[src/rtl/smon_pkg.sv]
/*
  Shared constants and types for the supply monitor status block:
  register indices, status bit positions, thresholds, LED timing and
  controller cycle limits. Assumes a single 200 MHz clock in both ends.
*/
package smon_pkg;
  // Clock rate
  localparam int unsigned CLK_HZ = 200_000_000;

  // Register indices, also the byte offsets in the controller object
  localparam logic [2:0] REG_STATUS_IDX = 3'h0;
  localparam logic [2:0] REG_AMPS_IDX = 3'h2;
  localparam logic [2:0] REG_VOLTS_IDX = 3'h4;
  localparam int unsigned REG_COUNT = 3;

  // Status bit positions and reset values
  localparam int unsigned LINK_WARN_BIT = 0;
  localparam int unsigned IO_LOW_BIT = 2;
  localparam logic [15:0] READ_RESET = 16'h0000;

  // Function model codes
  localparam logic MODEL_STD = 1'b0;
  localparam logic MODEL_BC = 1'b1;
  localparam logic [15:0] STD_MAX = 16'h00ff;

  // Thresholds in reading units: 0.1 A and 0.1 V per count
  localparam logic [15:0] AMPS_LIMIT_DA = 16'h0017;   // 2.3 A
  localparam logic [15:0] LINK_MIN_DV = 16'h002f;     // 4.7 V
  localparam logic [15:0] IO_MIN_DV = 16'h00cc;       // 20.4 V

  // LED pattern timing: one tick, frame of ticks, flash windows
  localparam int unsigned LED_TICK_MS = 50;
  localparam int unsigned LED_TICK_CYC = LED_TICK_MS * (CLK_HZ / 1000);
  localparam logic [4:0] FRAME_TICKS = 5'h18;
  localparam logic [4:0] FLASH1_END = 5'h04;
  localparam logic [4:0] FLASH2_BEG = 5'h08;
  localparam logic [4:0] FLASH2_END = 5'h0c;
  localparam int unsigned BLINK_BIT = 2;

  // Controller bus cycle limits
  localparam int unsigned MIN_CYCLE_US = 100;
  localparam int unsigned MIN_CYCLE_CYC = MIN_CYCLE_US * (CLK_HZ / 1_000_000);
  localparam int unsigned MIN_UPDATE_MS = 2;
  localparam int unsigned MIN_UPDATE_CYC = MIN_UPDATE_MS * (CLK_HZ / 1000);
  localparam int unsigned CNT_W = 20;
  localparam int unsigned SLOT_COUNT = 1;

  typedef enum logic [1:0] {
    MODE_RESET,
    PRE_RUN_STATE,
    MODE_RUN
  } smon_mode_t;
endpackage

[src/rtl/smon_if.sv]
/*
  Register read link between the status device and the bus controller.
  Assumes both ends share clk; the interface carries no clock.
*/
`timescale 1ns/1ps
`default_nettype none
interface smon_if;
  logic model_sel;
  logic rd_strobe;
  logic [2:0] rd_index;
  logic rd_ack;
  logic rd_err;
  logic [15:0] rd_data;

  modport dev (
    input model_sel,
    input rd_strobe,
    input rd_index,
    output rd_ack,
    output rd_err,
    output rd_data
  );

  modport ctl (
    output model_sel,
    output rd_strobe,
    output rd_index,
    input rd_ack,
    input rd_err,
    input rd_data
  );
endinterface
`default_nettype wire

[src/rtl/smon_dev.sv]
/*
  Device end: supply status flags, readings, read-only register bank in
  two function models, and the four diagnostic LEDs.
  Assumes readings arrive already digitised in 0.1 A / 0.1 V counts,
  synchronous to clk, and that the controller polls via smon_if.
*/
// Summary of operation
// - Error LED double-flashes on any supply fault
// - Error LED dark when fault-free or unpowered
// - Link LED steady on during link traffic while powered
// - Overload LED on only while link overloaded
// - Bit 0: >2.3 A or <4.7 V
// - Bit 2 set while I/O under 20.4 V
// - Current reading counts 0.1 A each
// - Voltage reading counts 0.1 V each
// - Standard model: 8-bit registers at 0, 2, 4
// - Bus controller model: 16-bit registers, same offsets
// - Offsets place register bytes in controller object
// - Controller maps module into one analog slot
// - Controller bus cycle never below 100 us
// - Fresh data each cycle needs 2 ms cycle
`timescale 1ns/1ps
`default_nettype none
module smon_dev #(
  parameter int unsigned TICK_CYC = smon_pkg::LED_TICK_CYC
) (
  input wire logic clk,
  input wire logic reset,
  smon_if.dev bus,
  input wire logic module_powered,
  input wire smon_pkg::smon_mode_t op_mode,
  input wire logic link_active,
  input wire logic [15:0] feed_amps_in,
  input wire logic [15:0] feed_volts_in,
  input wire logic [15:0] io_volts_in,
  output logic led_mode_green,
  output logic led_error_red,
  output logic led_link_orange,
  output logic led_overload_red
);
  localparam int unsigned TICK_W = $clog2(TICK_CYC + 1);

  logic link_feed_warning_flag_q;
  logic io_feed_low_flag_q;
  logic link_volts_low_q;
  logic overload_q;
  logic [15:0] link_feed_amps_reading_q;
  logic [15:0] link_feed_volts_reading_q;
  logic [15:0] rd_data_q;
  logic rd_ack_q;
  logic rd_err_q;
  logic [TICK_W-1:0] tick_cnt_q;
  logic tick_q;
  logic [4:0] frame_q;
  logic led_mode_q;
  logic led_error_q;
  logic led_link_q;
  logic led_overload_q;
  logic [15:0] status_word;
  logic [15:0] sel_data;
  logic sel_hit;
  logic fault;
  logic single_on;
  logic double_on;
  logic blink_on;

  // Clip a reading into the 8-bit standard model range
  function automatic logic [15:0] fit_model(input logic model, input logic [15:0] v);
    logic [15:0] r;
    r = v;
    if (model == smon_pkg::MODEL_STD && v > smon_pkg::STD_MAX) begin
      r = smon_pkg::STD_MAX;
    end
    return r;
  endfunction

  // Threshold comparisons, registered so every flag is glitch free
  always_ff @(posedge clk or posedge reset) begin
    if (reset) begin
      link_feed_warning_flag_q <= 1'b0;
      io_feed_low_flag_q <= 1'b0;
      link_volts_low_q <= 1'b0;
      overload_q <= 1'b0;
    end else begin
      link_feed_warning_flag_q <= (feed_amps_in > smon_pkg::AMPS_LIMIT_DA) ||
                                  (feed_volts_in < smon_pkg::LINK_MIN_DV);
      io_feed_low_flag_q <= io_volts_in < smon_pkg::IO_MIN_DV;
      link_volts_low_q <= feed_volts_in < smon_pkg::LINK_MIN_DV;
      overload_q <= feed_amps_in > smon_pkg::AMPS_LIMIT_DA;
    end
  end

  // Readings pass through unscaled: one count is one unit of 0.1
  always_ff @(posedge clk or posedge reset) begin
    if (reset) begin
      link_feed_amps_reading_q <= smon_pkg::READ_RESET;
      link_feed_volts_reading_q <= smon_pkg::READ_RESET;
    end else begin
      link_feed_amps_reading_q <= feed_amps_in;
      link_feed_volts_reading_q <= feed_volts_in;
    end
  end

  // Status word: only bits 0 and 2 carry flags
  always_comb begin
    status_word = 16'h0000;
    status_word[smon_pkg::LINK_WARN_BIT] = link_feed_warning_flag_q;
    status_word[smon_pkg::IO_LOW_BIT] = io_feed_low_flag_q;
  end

  // Register decode; the offset is the byte position in the object
  always_comb begin
    sel_data = 16'h0000;
    sel_hit = 1'b1;
    unique case (bus.rd_index)
      smon_pkg::REG_STATUS_IDX: begin
        sel_data = status_word;
      end
      smon_pkg::REG_AMPS_IDX: begin
        sel_data = fit_model(bus.model_sel, link_feed_amps_reading_q);
      end
      smon_pkg::REG_VOLTS_IDX: begin
        sel_data = fit_model(bus.model_sel, link_feed_volts_reading_q);
      end
      default: begin
        sel_hit = 1'b0;
      end
    endcase
  end

  // Read port: answer one cycle after the strobe, read-only bank
  always_ff @(posedge clk or posedge reset) begin
    if (reset) begin
      rd_data_q <= smon_pkg::READ_RESET;
      rd_ack_q <= 1'b0;
      rd_err_q <= 1'b0;
    end else begin
      rd_ack_q <= bus.rd_strobe;
      rd_err_q <= bus.rd_strobe && !sel_hit;
      if (bus.rd_strobe) begin
        rd_data_q <= sel_data;
      end
    end
  end

  assign bus.rd_data = rd_data_q;
  assign bus.rd_ack = rd_ack_q;
  assign bus.rd_err = rd_err_q;

  // LED tick divider; a long tick keeps flashes visible to the eye
  always_ff @(posedge clk or posedge reset) begin
    if (reset) begin
      tick_cnt_q <= '0;
      tick_q <= 1'b0;
    end else if (tick_cnt_q == TICK_W'(TICK_CYC - 1)) begin
      tick_cnt_q <= '0;
      tick_q <= 1'b1;
    end else begin
      tick_cnt_q <= tick_cnt_q + 1'b1;
      tick_q <= 1'b0;
    end
  end

  // Pattern frame shared by all flashing LEDs, so they stay in phase
  always_ff @(posedge clk or posedge reset) begin
    if (reset) begin
      frame_q <= 5'h00;
    end else if (tick_q) begin
      if (frame_q == smon_pkg::FRAME_TICKS - 5'h01) begin
        frame_q <= 5'h00;
      end else begin
        frame_q <= frame_q + 5'h01;
      end
    end
  end

  // Pattern shapes decoded from the frame position
  assign single_on = frame_q < smon_pkg::FLASH1_END;
  assign double_on = single_on ||
                     (frame_q >= smon_pkg::FLASH2_BEG && frame_q < smon_pkg::FLASH2_END);
  assign blink_on = frame_q[smon_pkg::BLINK_BIT];
  assign fault = overload_q || io_feed_low_flag_q || link_volts_low_q;

  // Green mode LED
  always_ff @(posedge clk or posedge reset) begin
    if (reset) begin
      led_mode_q <= 1'b0;
    end else if (!module_powered) begin
      led_mode_q <= 1'b0;
    end else begin
      unique case (op_mode)
        smon_pkg::MODE_RESET: begin
          led_mode_q <= single_on;
        end
        smon_pkg::PRE_RUN_STATE: begin
          led_mode_q <= blink_on;
        end
        smon_pkg::MODE_RUN: begin
          led_mode_q <= 1'b1;
        end
        default: begin
          led_mode_q <= 1'b0;
        end
      endcase
    end
  end

  // Red error LED, dark unless powered and faulted
  always_ff @(posedge clk or posedge reset) begin
    if (reset) begin
      led_error_q <= 1'b0;
    end else if (module_powered && fault) begin
      led_error_q <= double_on;
    end else begin
      led_error_q <= 1'b0;
    end
  end

  // Orange link LED and red overload LED are steady levels
  always_ff @(posedge clk or posedge reset) begin
    if (reset) begin
      led_link_q <= 1'b0;
      led_overload_q <= 1'b0;
    end else begin
      led_link_q <= module_powered && link_active;
      led_overload_q <= module_powered && overload_q;
    end
  end

  assign led_mode_green = led_mode_q;
  assign led_error_red = led_error_q;
  assign led_link_orange = led_link_q;
  assign led_overload_red = led_overload_q;
endmodule
`default_nettype wire

[src/flat_wrapper.sv]
// flat-port wrapper written by rule: the top's interface ports become plain ports
module smon_dev_flat 
#(
  parameter int unsigned TICK_CYC = smon_pkg::LED_TICK_CYC
)
  (clk, reset, module_powered, op_mode, link_active, feed_amps_in, feed_volts_in, io_volts_in, led_mode_green, led_error_red, led_link_orange, led_overload_red, bus_model_sel, bus_rd_strobe, bus_rd_index, bus_rd_ack, bus_rd_err, bus_rd_data);
  smon_if bus_i ();
  input wire logic clk;
  input wire logic reset;
  input wire logic module_powered;
  input wire smon_pkg::smon_mode_t op_mode;
  input wire logic link_active;
  input wire logic [15:0] feed_amps_in;
  input wire logic [15:0] feed_volts_in;
  input wire logic [15:0] io_volts_in;
  output logic led_mode_green;
  output logic led_error_red;
  output logic led_link_orange;
  output logic led_overload_red;
  input wire logic [$bits(bus_i.model_sel)-1:0] bus_model_sel;
  input wire logic [$bits(bus_i.rd_strobe)-1:0] bus_rd_strobe;
  input wire logic [$bits(bus_i.rd_index)-1:0] bus_rd_index;
  output wire logic [$bits(bus_i.rd_ack)-1:0] bus_rd_ack;
  output wire logic [$bits(bus_i.rd_err)-1:0] bus_rd_err;
  output wire logic [$bits(bus_i.rd_data)-1:0] bus_rd_data;
  assign bus_i.model_sel = bus_model_sel;
  assign bus_i.rd_strobe = bus_rd_strobe;
  assign bus_i.rd_index = bus_rd_index;
  assign bus_rd_ack = bus_i.rd_ack;
  assign bus_rd_err = bus_i.rd_err;
  assign bus_rd_data = bus_i.rd_data;
  smon_dev #(.TICK_CYC(TICK_CYC)) u_core (.clk(clk), .reset(reset), .bus(bus_i), .module_powered(module_powered), .op_mode(op_mode), .link_active(link_active), .feed_amps_in(feed_amps_in), .feed_volts_in(feed_volts_in), .io_volts_in(io_volts_in), .led_mode_green(led_mode_green), .led_error_red(led_error_red), .led_link_orange(led_link_orange), .led_overload_red(led_overload_red));
endmodule
[config.mk]
export PLATFORM = sky130hd
export DESIGN_NAME = smon_dev_flat
export DESIGN_NICKNAME = d
export VERILOG_FILES = /design/src/rtl/smon_pkg.sv /design/src/rtl/smon_if.sv /design/src/rtl/smon_dev.sv /design/src/flat_wrapper.sv
export SDC_FILE = /design/constraint.sdc
export NUM_CORES = 1
export LEC_CHECK = 0
export BUFFER_PORTS_ARGS = -buffer_cell sky130_fd_sc_hd__buf_2
export CORE_MARGIN = 1.5
export CORE_UTILIZATION = 30
export DETAILED_ROUTE_END_ITERATION = 8
export SETUP_SLACK_MARGIN = 0.2
export SLEW_MARGIN = 15
export SYNTH_ARGS = -nofsm -noshare
export SYNTH_HDL_FRONTEND = slang
export SYNTH_SLANG_ARGS = --single-unit
export TNS_END_PERCENT = 30
[constraint.sdc]
create_clock -name clk -period 2.7 [get_ports clk]
set_input_delay 0 -clock clk [delete_from_list [all_inputs] [get_ports clk]]
set_output_delay 0 -clock clk [all_outputs]
set_load 0.05 [all_outputs]
; ---- Word level (Yosys, flattened, before mapping)
; Cells that the tools add are included.
[word_totals]
reg_bits = 88
output_inout_bits = 22
word_cells = 58
[classes]
addsub = 2
n_lt_le_gt_ge = 8
eq_ne = 6
n_mux = 10
bitwise_logic = 1
reduce_logical = 15
[op_table]
columns = op, n
row1 = case mux 16 bit (3 select lines), 1
row2 = "> comparator 16 x 8 -> 1 bit, second input constant", 2
row3 = 2-to-1 mux 16 bit, 2
row4 = "adder 24 x 1 -> 24 bit, second input constant", 1
row5 = "equality test 24 bit, second input constant", 1
row6 = 2-to-1 mux 24 bit, 1
row7 = "> comparator 16 x 5 -> 1 bit, second input constant", 1
row8 = "less-than comparator 16 x 6 -> 1 bit, second input constant", 1
row9 = "less-than comparator 16 x 8 -> 1 bit, second input constant", 1
row10 = logical AND 1 bit, 7
row11 = "adder 5 x 1 -> 5 bit, second input constant", 1
row12 = "equality test 5 bit, second input constant", 1
row13 = "greater-or-equal comparator 5 x 4 -> 1 bit, second input constant", 1
row14 = "less-than comparator 5 x 3 -> 1 bit, second input constant", 1
row15 = "less-than comparator 5 x 4 -> 1 bit, second input constant", 1
row16 = 2-to-1 mux 5 bit, 1
row17 = logical OR 1 bit, 4
row18 = 2-to-1 mux 1 bit, 4
row19 = "equality test 3 x 2 -> 1 bit, second input constant", 1
row20 = "equality test 3 bit, second input constant", 1
row21 = zero test 3 bit, 1
row22 = case mux 1 bit (3 select lines), 1
row23 = OR reduction 3 bit, 1
row24 = "equality test 2 x 1 -> 1 bit, second input constant", 1
row25 = other kinds (4), 4

; ---- Depth between registers and ports, before layout
; Gate-level depths: netlist of run 1.
[logic_depth]
ltp_word = 5
depth_mapped = 6
depth_no_buf = 5

; ---- Least setup slack after synthesis of run 1
; OpenSTA, ideal clock, no wires.
[synth_timing]
path_type = reg2reg
start = register u_core.tick_cnt_q[0]
end = register u_core.tick_cnt_q[19]
arrival_ns = 1.422
path_slack_ns = 1.152
path_stages_with_launch = 7
n_path_buf = 1
synth_period_minus_slack_ns = 1.548
path_cell_list = dfrtp_1 > ha_1 > and2_1 > nand2_4 > nor4_4 > buf_4 > a21oi_1
[synth_via]
elab_chain_len = 2
[synth_lines]
columns = element, line
row1 = "start, declared", smon_dev.sv:52  ; logic [TICK_W-1:0] tick_cnt_q;
row2 = "start signal, assigned", smon_dev.sv:159  ; tick_cnt_q <= tick_cnt_q + 1'b1;
row3 = adder 24 x 1 -> 24 bit or equality test 24 bit (tied branches), "smon_dev.sv:159, smon_dev.sv:155"
row4 = 2-to-1 mux 24 bit (*), smon_dev.sv:155  ; end else if (tick_cnt_q == TICK_W'(TICK_CYC - 1)) begin
; Mark *: on every way between the ends. The rest lies on a longest branch, timed or not.
; A chain may end at the register's enable or synchronous reset.

; ---- Worst setup path in the final report of run 1
[layout_timing]
start = register u_core.tick_cnt_q[7]
end = register u_core.tick_cnt_q[10]
; The elaborated chain is that of the path after synthesis.

==> impl_metrics.csv, run 1 <==
group,metric,value,unit
setup_path,cp-start-kind,"register",
final_layout,diodes,0,
route,drt-total-wl,8.02,mm
clocking,clkTransAtPathRegs,70,ps
timing,finalCritPeriodShare,74.7,%
setup_path,critical_path_arrival,2200,ps
clocking,cts-htree-levels,3,
floorplan,fp.coreArea,11400,sq um
setup_path,slowest_delay,710,ps
route,via_per_inst,4.81,
logic_synthesis,synthMuxAreaShare,0.284,%
floorplan,die_w,111,microns
run,cap_violations,0,
floorplan,ios,81,
logic_synthesis,synth_area_per_cell,11.8,sq um
timing,finClkSkew,6.07,ps
route,postRouteAntennaNets,0,
clocking,clock_latency,330,ps
logic_synthesis,synth-adder-area-share,0.710,%
power,p_switching,717,uW
route,wl_per_cell,14.0,microns
power,power.density,608,nW/um^2
run_status,status,"finished, final reports clean",
logic_synthesis,synth-xor-area-share,4.72,%
final_layout,num-fill-cells,1117,
clocking,numCtsBuffers,9,
logic_synthesis,synth_edf_count,0,
logic_synthesis,async_reset_ff_share,100,%
setup_path,worst-path-max-fanout,13,
power,vdd_drop_max,0.000424,V
power,cellInternalPower,2.20,mW
setup_path,critPathSlowestCell,"nor4_4",
route,dr.pass1.iters,4,
logic_synthesis,synthFlopType,"dfrtp_1",
global_routing,grt_pass1_wl,13.7,mm
timing,slew_headroom,46.7,%
global_routing,antenna_found_initial,0,
power,combPwrFrac,9.3,%
final_layout,layout.nets,485,
logic_synthesis,synth_warnings,0,
global_routing,overflow,0,
power,clockPowerShare,43.4,%
logic_synthesis,ys_seq_elements,88,
power,swShare,24.6,%
global_routing,grt_max_degree,43,
setup_path,r2r_cells,4,
logic_synthesis,synth_area,3520,sq um
logic_synthesis,synth-seq-area-share,62.5,%
logic_synthesis,synth_top_area_share,62.5,%
power,totalPowerFinal,2.92,mW
global_routing,grtUsageTotal,13.6,%
logic_synthesis,synth-compound-area-share,9.80,%
route,drtIter0Drc,129,
placed_design,portBuffers,78,
floorplan,die-area,12400,sq um
clocking,cts_tree,"yes",
timing,tightest_slew,794,ps
worst_hold_path,worstHoldStart,"op_mode[0]",
setup_path,crit_path_start,"u_core.tick_cnt_q[7]",
route,vias,2753,
logic_synthesis,yosys-top-cells-count,"dfrtp_1 (88), o21ai_0 (19), nand3_1 (17), inv_1 (15), nand2_1 (14)",
global_routing,grt_pass1_vias,2881,
power,p_leak,2.21,nW
logic_synthesis,synth_cell_type_count,45,
setup_path,end_kind,"register",
route,drc,0,
timing,rsz0062_at_grt,"no",
timing,hold_violations,0,
timing,drv_slew,0,
clocking,cts_root_buffer,"clkbuf_16",
timing,finalSetupViolations,0,
worst_hold_path,min_path_cells,3,
placed_design,gp_congestion,0.752,
timing,period_needed,2020,ps
logic_synthesis,synth-simple-area-share,19.1,%
floorplan,start_util,30.9,%
setup_path,path_class,"reg -> reg",
logic_synthesis,synth_top_family_by_area,"simple AND/OR/NAND/NOR gates",
logic_synthesis,synth_most_common_cell,"dfrtp_1",
logic_synthesis,synthTopCellsByArea,"dfrtp_1 (63%), xnor2_1 (3.2%), o21ai_0 (2.7%)",
timing,tns,0,ps
floorplan,die_y,111,microns
final_layout,syn2layout_area_growth,36.2,%
setup_path,path_cells,"nor4b_1 > nand4_1 > nor4_4 > nor2_1",
clocking,post_cts.repair.setup_buffers,0,
final_layout,drive_gt1_share,25.6,%
placed_design,place_hpwl,5.65,mm
setup_path,cp.required,2880,ps
power,power_frac_seq,47.4,%
clocking,cts_buffer_depth,2,
logic_synthesis,synth_fp_nets,359,
floorplan,rows,39,
logic_synthesis,yosysTopAreaCell,"dfrtp_1",
logic_synthesis,synthCells,298,
setup_path,rr_startpoint,"u_core.tick_cnt_q[7]",
timing,fmax,0.496,GHz
clocking,clock-sinks,88,
worst_hold_path,hold_path_class,"in -> reg",
==> logic make-up after synthesis <==
logic type	after synthesis
adder cells (fa/ha/maj)	2
buffers and inverters	23
multiplexers	1
AO/OA/AOI/OAI	55
AND/OR/NAND/NOR	110
flip-flops	88
XOR/XNOR	19
==> worst max-delay path: cells and delay by family (launching register included) <==
| family | cells | cell delay, ps |
|---|---|---|
| simple gates | 4 | 1400 |
| flops | 1 | 480 |
==> repair_timing <==
| item | CTS | global route |
|---|---|---|
| gates resized for setup | 0 | 0 |
| hold endpoints to repair | 83 | 0 |
| hold buffers | 43 | 0 |
==> per-layer routing <==
metal	vias up	global-route usage, %	wire, microns
met5	-	0	0
met4	0	3.71	86
met3	10	4.52	328
met2	58	23.3	4170
met1	1367	16.6	3430
li1	1318	-	-
==> metrics by stage <==
stage / worst slack [ps] / hold WS (ps) / area (sq um) / cells / utilization, %
after CTS: 660 / 5.68 / 4800 / 572 / 42.0
after detailed placement: 680 / 109 / 4060 / 513 / 35.6
after floorplan: 421 / 31.4 / 3520 / 298 / -
after global placement: 729 / 110 / 4060 / 513 / 35.6
final: 683 / 10.3 / 4800 / 572 / 42.0
after global routing: 528 / 21.3 / 4800 / 572 / 42.0
==> sequential cells by signal, summed over array words and instances (netlist names) <==
| signal | cells |
|---|---|
| u_core.bus.rd_ack | 1 |
| u_core.bus.rd_data | 16 |
| u_core.bus.rd_err | 1 |
| u_core.frame_q | 5 |
| u_core.io_feed_low_flag_q | 1 |
| u_core.led_error_red | 1 |
| u_core.led_link_orange | 1 |
| u_core.led_mode_green | 1 |
| u_core.led_overload_red | 1 |
| u_core.link_feed_amps_reading_q | 16 |
| u_core.link_feed_volts_reading_q | 16 |
| u_core.link_feed_warning_flag_q | 1 |
| u_core.link_volts_low_q | 1 |
| u_core.overload_q | 1 |
| u_core.tick_cnt_q | 24 |
| u_core.tick_q | 1 |
==> cells in the final DEF (no fill, tap or decap), types with 3 or more instances in the layout <==
master	synthesis	layout
a21oi_1	7	7
a22oi_1	8	8
and2_1	6	6
and3_1	4	4
buf_2	0	78
clkbuf_16	0	9
clkinv_2	0	3
dfrtp_1	88	88
dlygate4sd3_1	0	43
inv_1	15	14
inv_6	0	3
nand2_1	14	14
nand2b_1	8	8
nand3_1	17	17
nand4_1	9	9
nor2_1	12	12
nor2b_1	6	6
nor3_1	4	4
nor4_1	11	11
nor4b_1	3	3
o21ai_0	19	19
o22ai_1	9	9
xnor2_1	13	13
xor2_1	6	6
==> cell type report <==
class,count,area [sq um],share of cell area (%)
sequential,88,2200,45.9
timing repair buffer,123,836,17.4
tap,143,179,3.73
multi-input combinational,187,1220,25.4
clock buffer,9,225,4.69
inverter,15,57.6,1.20
clock inverter,7,77.6,1.62
==> final timing paths <==
check,endpoint,slack [ps]
min in group asynchronous,u_core.link_feed_amps_reading_q[14],300
min reg2reg,u_core.tick_cnt_q[0],450
min,u_core.led_mode_green,10
max,u_core.tick_cnt_q[10],680
max in group asynchronous,u_core.link_feed_amps_reading_q[0],1640
max reg2reg,u_core.tick_cnt_q[10],680
==> power by group through the flow <==
stage / Combinational, mW / Clock (mW) / Sequential (mW)
after floorplan: 0.0622 / 0 / 1.47
after global placement: 0.223 / 0 / 1.40
after detailed placement: 0.226 / 0 / 1.41
after CTS: 0.275 / 1.29 / 1.38
after global routing: 0.295 / 1.35 / 1.38
final: 0.271 / 1.26 / 1.38
Power figures use the tool's default switching activity.
==> run 2: changes to the inputs <==
==> constraint.sdc (replaced) <==
create_clock -name clk -period 1.9 [get_ports clk]
set_input_delay 0 -clock clk [delete_from_list [all_inputs] [get_ports clk]]
set_output_delay 0 -clock clk [all_outputs]
set_load 0.05 [all_outputs]
==> run 2 against run 1 <==
- via count is 0.40% higher
- highest routed layer unchanged
- cell count is 1.0% higher
- flip-flop and latch count stayed put
==> impl_metrics.csv, run 2 (same netlist as run 1, synthesis figures left out) <==
group,metric,value,unit
clocking,clock_latency,340,ps
setup_path,critical_path.top_delay_family,"simple AND/OR/NAND/NOR gates",
timing,period_needed,1680,ps
setup_path,path_class,"reg -> reg",
final_layout,diodes,0,
final_layout,num-fill-cells,1083,
clocking,clock-sinks,88,
placed_design,gp_congestion,0.803,
route,drt-total-wl,8.32,mm
timing,tns,0,ps
placed_design,place_hpwl,5.87,mm
timing,drv_slew,0,
global_routing,grt_pass1_vias,2968,
setup_path,slowest_delay,550,ps
clocking,numCtsBuffers,9,
worst_hold_path,hold_path_class,"in -> reg",
power,power.density,883,nW/um^2
timing,finalCritPeriodShare,88.3,%
power,p_leak,2.26,nW
timing,hold_violations,0,
final_layout,syn2layout_area_growth,39.1,%
clocking,cts-htree-levels,3,
clocking,clkTransAtPathRegs,70,ps
final_layout,layout_commonest_cell,"dfrtp_1",
route,wl_per_cell,14.4,microns
floorplan,die-area,12400,sq um
timing,fmax,0.596,GHz
clocking,cts_root_buffer,"clkbuf_16",
power,totalPowerFinal,4.33,mW
final_layout,final_cell_mix,"dfrtp_1 (88), buf_2 (78), dlygate4sd3_1 (42)",
route,dr.pass1.iters,6,
floorplan,die_w,111,microns
clocking,cts_buffer_depth,2,
final_layout,largest_reg_flops,24,
route,via_per_inst,4.78,
final_layout,largest_register,"u_core.tick_cnt_q",
setup_path,cp_num_buf_inv,0,
route,postRouteAntennaNets,0,
setup_path,path_cells,"and3_1 > nand4_4 > or4_4 > a21oi_2",
timing,finClkSkew,5.28,ps
final_layout,seq_area,2200,sq um
run,cap_violations,0,
setup_path,cp-start-kind,"register",
floorplan,rows,39,
floorplan,start_util,30.9,%
global_routing,grt_pass1_wl,14.4,mm
final_layout,drive_gt1_share,27.6,%
clocking,cts_tree,"yes",
floorplan,ios,81,
setup_path,critPathSlowestCell,"or4_4",
setup_path,critical_path_arrival,1950,ps
route,drc,0,
floorplan,die_y,111,microns
timing,slew_headroom,56.8,%
global_routing,grt_max_degree,31,
global_routing,grtUsageTotal,14.6,%
floorplan,fp.coreArea,11400,sq um
power,vdd_drop_max,0.000396,V
timing,tightest_slew,648,ps
final_layout,layout.nets,491,
global_routing,antenna_found_initial,0,
route,vias,2764,
setup_path,worst-path-max-fanout,9,
setup_path,end_kind,"register",
timing,rsz0062_at_grt,"yes",
run_status,status,"finished, final reports clean",
route,drtIter0Drc,143,
placed_design,portBuffers,78,
timing,finalSetupViolations,0,
global_routing,overflow,0,
final_layout,multiInputGateArea,1230,sq um
setup_path,cp.required,2170,ps
-- run 2: routing by layer --
layer,vias to the layer above,routed length [microns],global-route usage [%]
met5,-,0,0
met4,0,167,4.89
met3,20,267,3.76
met2,45,4330,25.8
met1,1358,3550,17.4
li1,1341,-,-
-- run 2: metrics by stage --
stage | instances | utilization [%] | setup WS [ps] | hold WS [ps] | instance area, sq um
after floorplan | 298 | - | 352 | 31.4 | 3530
after global placement | 520 | 36.2 | 252 | 111 | 4130
after detailed placement | 520 | 36.2 | 191 | 113 | 4130
after CTS | 578 | 42.8 | 249 | 8.96 | 4890
after global routing | 578 | 42.9 | 134 | 21.1 | 4900
final | 578 | 42.9 | 223 | 21.9 | 4900
-- run 2: final cells by class --
cell class | instances | share of cell area (%)
Sequential cell | 88 | 44.9
Timing Repair Buffer | 129 | 18.2
Clock inverter | 6 | 1.99
Tap cell | 143 | 3.65
Clock buffer | 10 | 4.87
Multi-Input combinational cell | 187 | 25.2
Inverter | 15 | 1.23
-- run 2: final timing paths --
| check | start | cells after the start | slack (ps) | to |
|---|---|---|---|---|
| max in group asynchronous | reset | 4 | 920 | u_core.tick_cnt_q[23] |
| worst min-delay path | bus_rd_strobe | 2 | 20 | u_core.bus.rd_ack |
| worst max register to register | u_core.tick_cnt_q[7] | 4 | 220 | u_core.tick_cnt_q[23] |
| min in group asynchronous | reset | 3 | 290 | u_core.tick_cnt_q[13] |
| worst max-delay path | u_core.tick_cnt_q[7] | 4 | 220 | u_core.tick_cnt_q[23] |
| worst min register to register | u_core.tick_cnt_q[0] | 1 | 470 | u_core.tick_cnt_q[0] |
-- run 2: repair_timing --
| action | in CTS | in global routing |
|---|---|---|
| resized for setup | 1 | 2 |
| buffers inserted | 0 | 0 |
| hold endpoints to repair | 66 | 0 |
| hold buffers | 42 | 0 |
| endpoints found under the setup margin | 1 | 13 |
-- run 2: power breakdown --
| part | leakage (nW) | internal [mW] | switching, mW |
|---|---|---|---|
| Clock | 0.166 | 1.21 | 0.762 |
| Sequential | 1.11 | 1.94 | 0.0286 |
| Combinational | 0.983 | 0.159 | 0.236 |
| Total | 2.26 | 3.30 | 1.03 |
==> run 3: changes to the inputs <==
--- a/config.mk
+++ b/config.mk
@@ -9,6 +9,7 @@
 export CORE_MARGIN = 1.5
 export CORE_UTILIZATION = 30
 export DETAILED_ROUTE_END_ITERATION = 8
+export RECOVER_POWER = 25
 export SETUP_SLACK_MARGIN = 0.2
 export SLEW_MARGIN = 15
 export SYNTH_ARGS = -nofsm -noshare
==> run 3 against run 2 <==
- critical path type unchanged
- largest power group unchanged
- final area down 0.92%
- worst setup slack improved by 0.83 ps
- die area did not move
- worst hold slack gained 35 ps
- non-clock buffer count unchanged
- core utilization shrank 0.39 points
==> impl_metrics.csv, run 3 (same netlist as run 1, synthesis figures left out) <==
group,metric,value,unit
setup_path,r2r_cells,4,
worst_hold_path,min_path_cells,4,
power,power.density,890,nW/um^2
worst_hold_path,worstHoldStart,"bus_rd_index[2]",
clocking,cts_buffer_depth,2,
setup_path,critical_path_arrival,1940,ps
clocking,clock_latency,340,ps
timing,tns,0,ps
clocking,cts_root_buffer,"clkbuf_16",
setup_path,worst-r2r-setup-slack,220,ps
setup_path,path_class,"reg -> reg",
timing,rsz0062_at_grt,"yes",
run_status,status,"finished, final reports clean",
final_layout,syn2layout_area_growth,37.9,%
final_layout,largest_reg_flops,24,
setup_path,worst-path-max-fanout,9,
final_layout,seq_area,2200,sq um
route,vias,2772,
global_routing,grt_max_degree,31,
worst_hold_path,min_to,"u_core.bus.rd_data[0]",
global_routing,antenna_found_initial,0,
setup_path,cp.required,2170,ps
setup_path,end_kind,"register",
route,postRouteAntennaNets,0,
setup_path,cp-start-kind,"register",
clocking,cts-htree-levels,3,
power,combPwrFrac,8.9,%
final_layout,layout.nets,491,
route,wl_per_cell,14.3,microns
power,cellInternalPower,3.29,mW
placed_design,portBuffers,78,
timing,hold_violations,0,
floorplan,die_y,111,microns
clocking,numCtsBuffers,9,
timing,fmax,0.596,GHz
global_routing,overflow,0,
power,vdd_drop_max,0.000401,V
timing,period_needed,1680,ps
final_layout,largest_register,"u_core.tick_cnt_q",
final_layout,final_cell_mix,"dfrtp_1 (88), buf_2 (47), dlygate4sd3_1 (42)",
final_layout,num-fill-cells,1101,
setup_path,rr_startpoint,"u_core.tick_cnt_q[7]",
placed_design,place_ws,191,ps
route,drt-total-wl,8.28,mm
power,swShare,23.8,%
setup_path,worstReg2RegEnd,"u_core.tick_cnt_q[23]",
placed_design,place_hpwl,5.87,mm
clocking,post_cts.repair.setup_buffers,0,
final_layout,drive_gt1_share,20.2,%
global_routing,grt_util_met1,17.4,%
power,p_leak,2.17,nW
power,p_switching,1.03,mW
placed_design,gp_congestion,0.803,
floorplan,die_w,111,microns
global_routing,grt_pass1_vias,2968,
timing,drv_slew,0,
timing,finalSetupViolations,0,
timing,finalCritPeriodShare,88.2,%
timing,worst_slack,223,ps
floorplan,ios,81,
global_routing,grtUsageTotal,14.6,%
floorplan,start_util,30.9,%
timing,finClkSkew,5.28,ps
power,power_frac_seq,45.4,%
power,clockPowerShare,45.7,%
route,via_per_inst,4.80,
final_layout,diodes,0,
timing,tightest_slew,1260,ps
final_layout,layout_commonest_cell,"dfrtp_1",
floorplan,die-area,12400,sq um
global_routing,grt_pass1_wl,14.4,mm
worst_hold_path,hold_path_class,"in -> reg",
run,cap_violations,0,
route,dr.pass1.iters,4,
final_layout,multiInputGateArea,1230,sq um
global_routing,use_met2,25.8,%
floorplan,rows,39,
clocking,cts_tree,"yes",
clocking,clkTransAtPathRegs,60,ps
power,totalPowerFinal,4.32,mW
final_layout,final_util,42.5,%
global_routing,top_usage_layer,"met2",
timing,slew_headroom,15.3,%
route,drc,0,
route,drtIter0Drc,118,
clocking,clock-sinks,88,
global_routing,grt_util_met3,3.76,%
floorplan,fp.coreArea,11400,sq um
-- run 3: cell types whose count changed in the layout (fill, tap and decap cells not counted) --
cell and delta:
buf_4 -1, clkinvlp_2 +1, clkbuf_1 +32, buf_2 -31, clkinvlp_4 -1
-- run 3: worst max-delay path, stage by stage, from the launching register on --
cell	delay, ps
dfrtp_1	490
and3_1	260
nand4_4	160
or4_4	550
a21oi_2	140
-- run 3: repair_timing --
item | 4_1_cts | 5_1_grt
gates resized for setup | 1 | 2
hold buffers | 42 | 0
gates cloned | 0 | 0
setup endpoints to repair | 1 | 13
pin swaps | 0 | 0
endpoints found under the hold margin | 66 | 0
-- run 3: cell type report --
| cell class | instances | share of cell area (%) |
|---|---|---|
| multi-input combinational | 187 | 25.4 |
| timing repair buffer | 129 | 17.5 |
| clock inverter | 6 | 2.01 |
| clock buffer | 10 | 4.92 |
| inverter | 15 | 1.18 |
| sequential | 88 | 45.3 |
| tap | 143 | 3.68 |
-- run 3: power groups by stage --
stage / clock network, mW / logic [mW] / registers, mW
floorplan: 0 / 0.0889 / 2.09
global placement: 0 / 0.328 / 2.00
detailed placement: 0 / 0.333 / 2.00
CTS: 2.03 / 0.400 / 1.96
global route: 2.10 / 0.421 / 1.97
finish: 1.97 / 0.385 / 1.96
-- run 3: metal layers --
layer,share of wire [%],routed length [microns]
met1,42,3450
met2,53,4360
met3,3.6,297
met4,2.0,162
met5,0,0
-- run 3: worst max path at each step --
| stage | from | endpoint | slack [ps] |
|---|---|---|---|
| 2_1_floorplan | u_core.tick_cnt_q[0] | u_core.tick_cnt_q[19] | 350 |
| 3_3_place_gp | u_core.tick_cnt_q[0] | u_core.tick_cnt_q[20] | 250 |
| 3_5_place_dp | u_core.tick_cnt_q[0] | u_core.tick_cnt_q[20] | 190 |
| 4_1_cts | u_core.tick_cnt_q[7] | u_core.tick_cnt_q[23] | 250 |
| 5_1_grt | u_core.tick_cnt_q[7] | u_core.tick_cnt_q[23] | 130 |
| 6_report | u_core.tick_cnt_q[7] | u_core.tick_cnt_q[23] | 220 |
-- run 3: metrics by stage --
stage	cell area [sq um]	cells	hold WS, ps
after detailed placement	4130	520	113
final	4860	578	56.5
after global placement	4130	520	111
after CTS	4890	578	8.96
after floorplan	3530	298	31.4
after global routing	4860	578	76.9
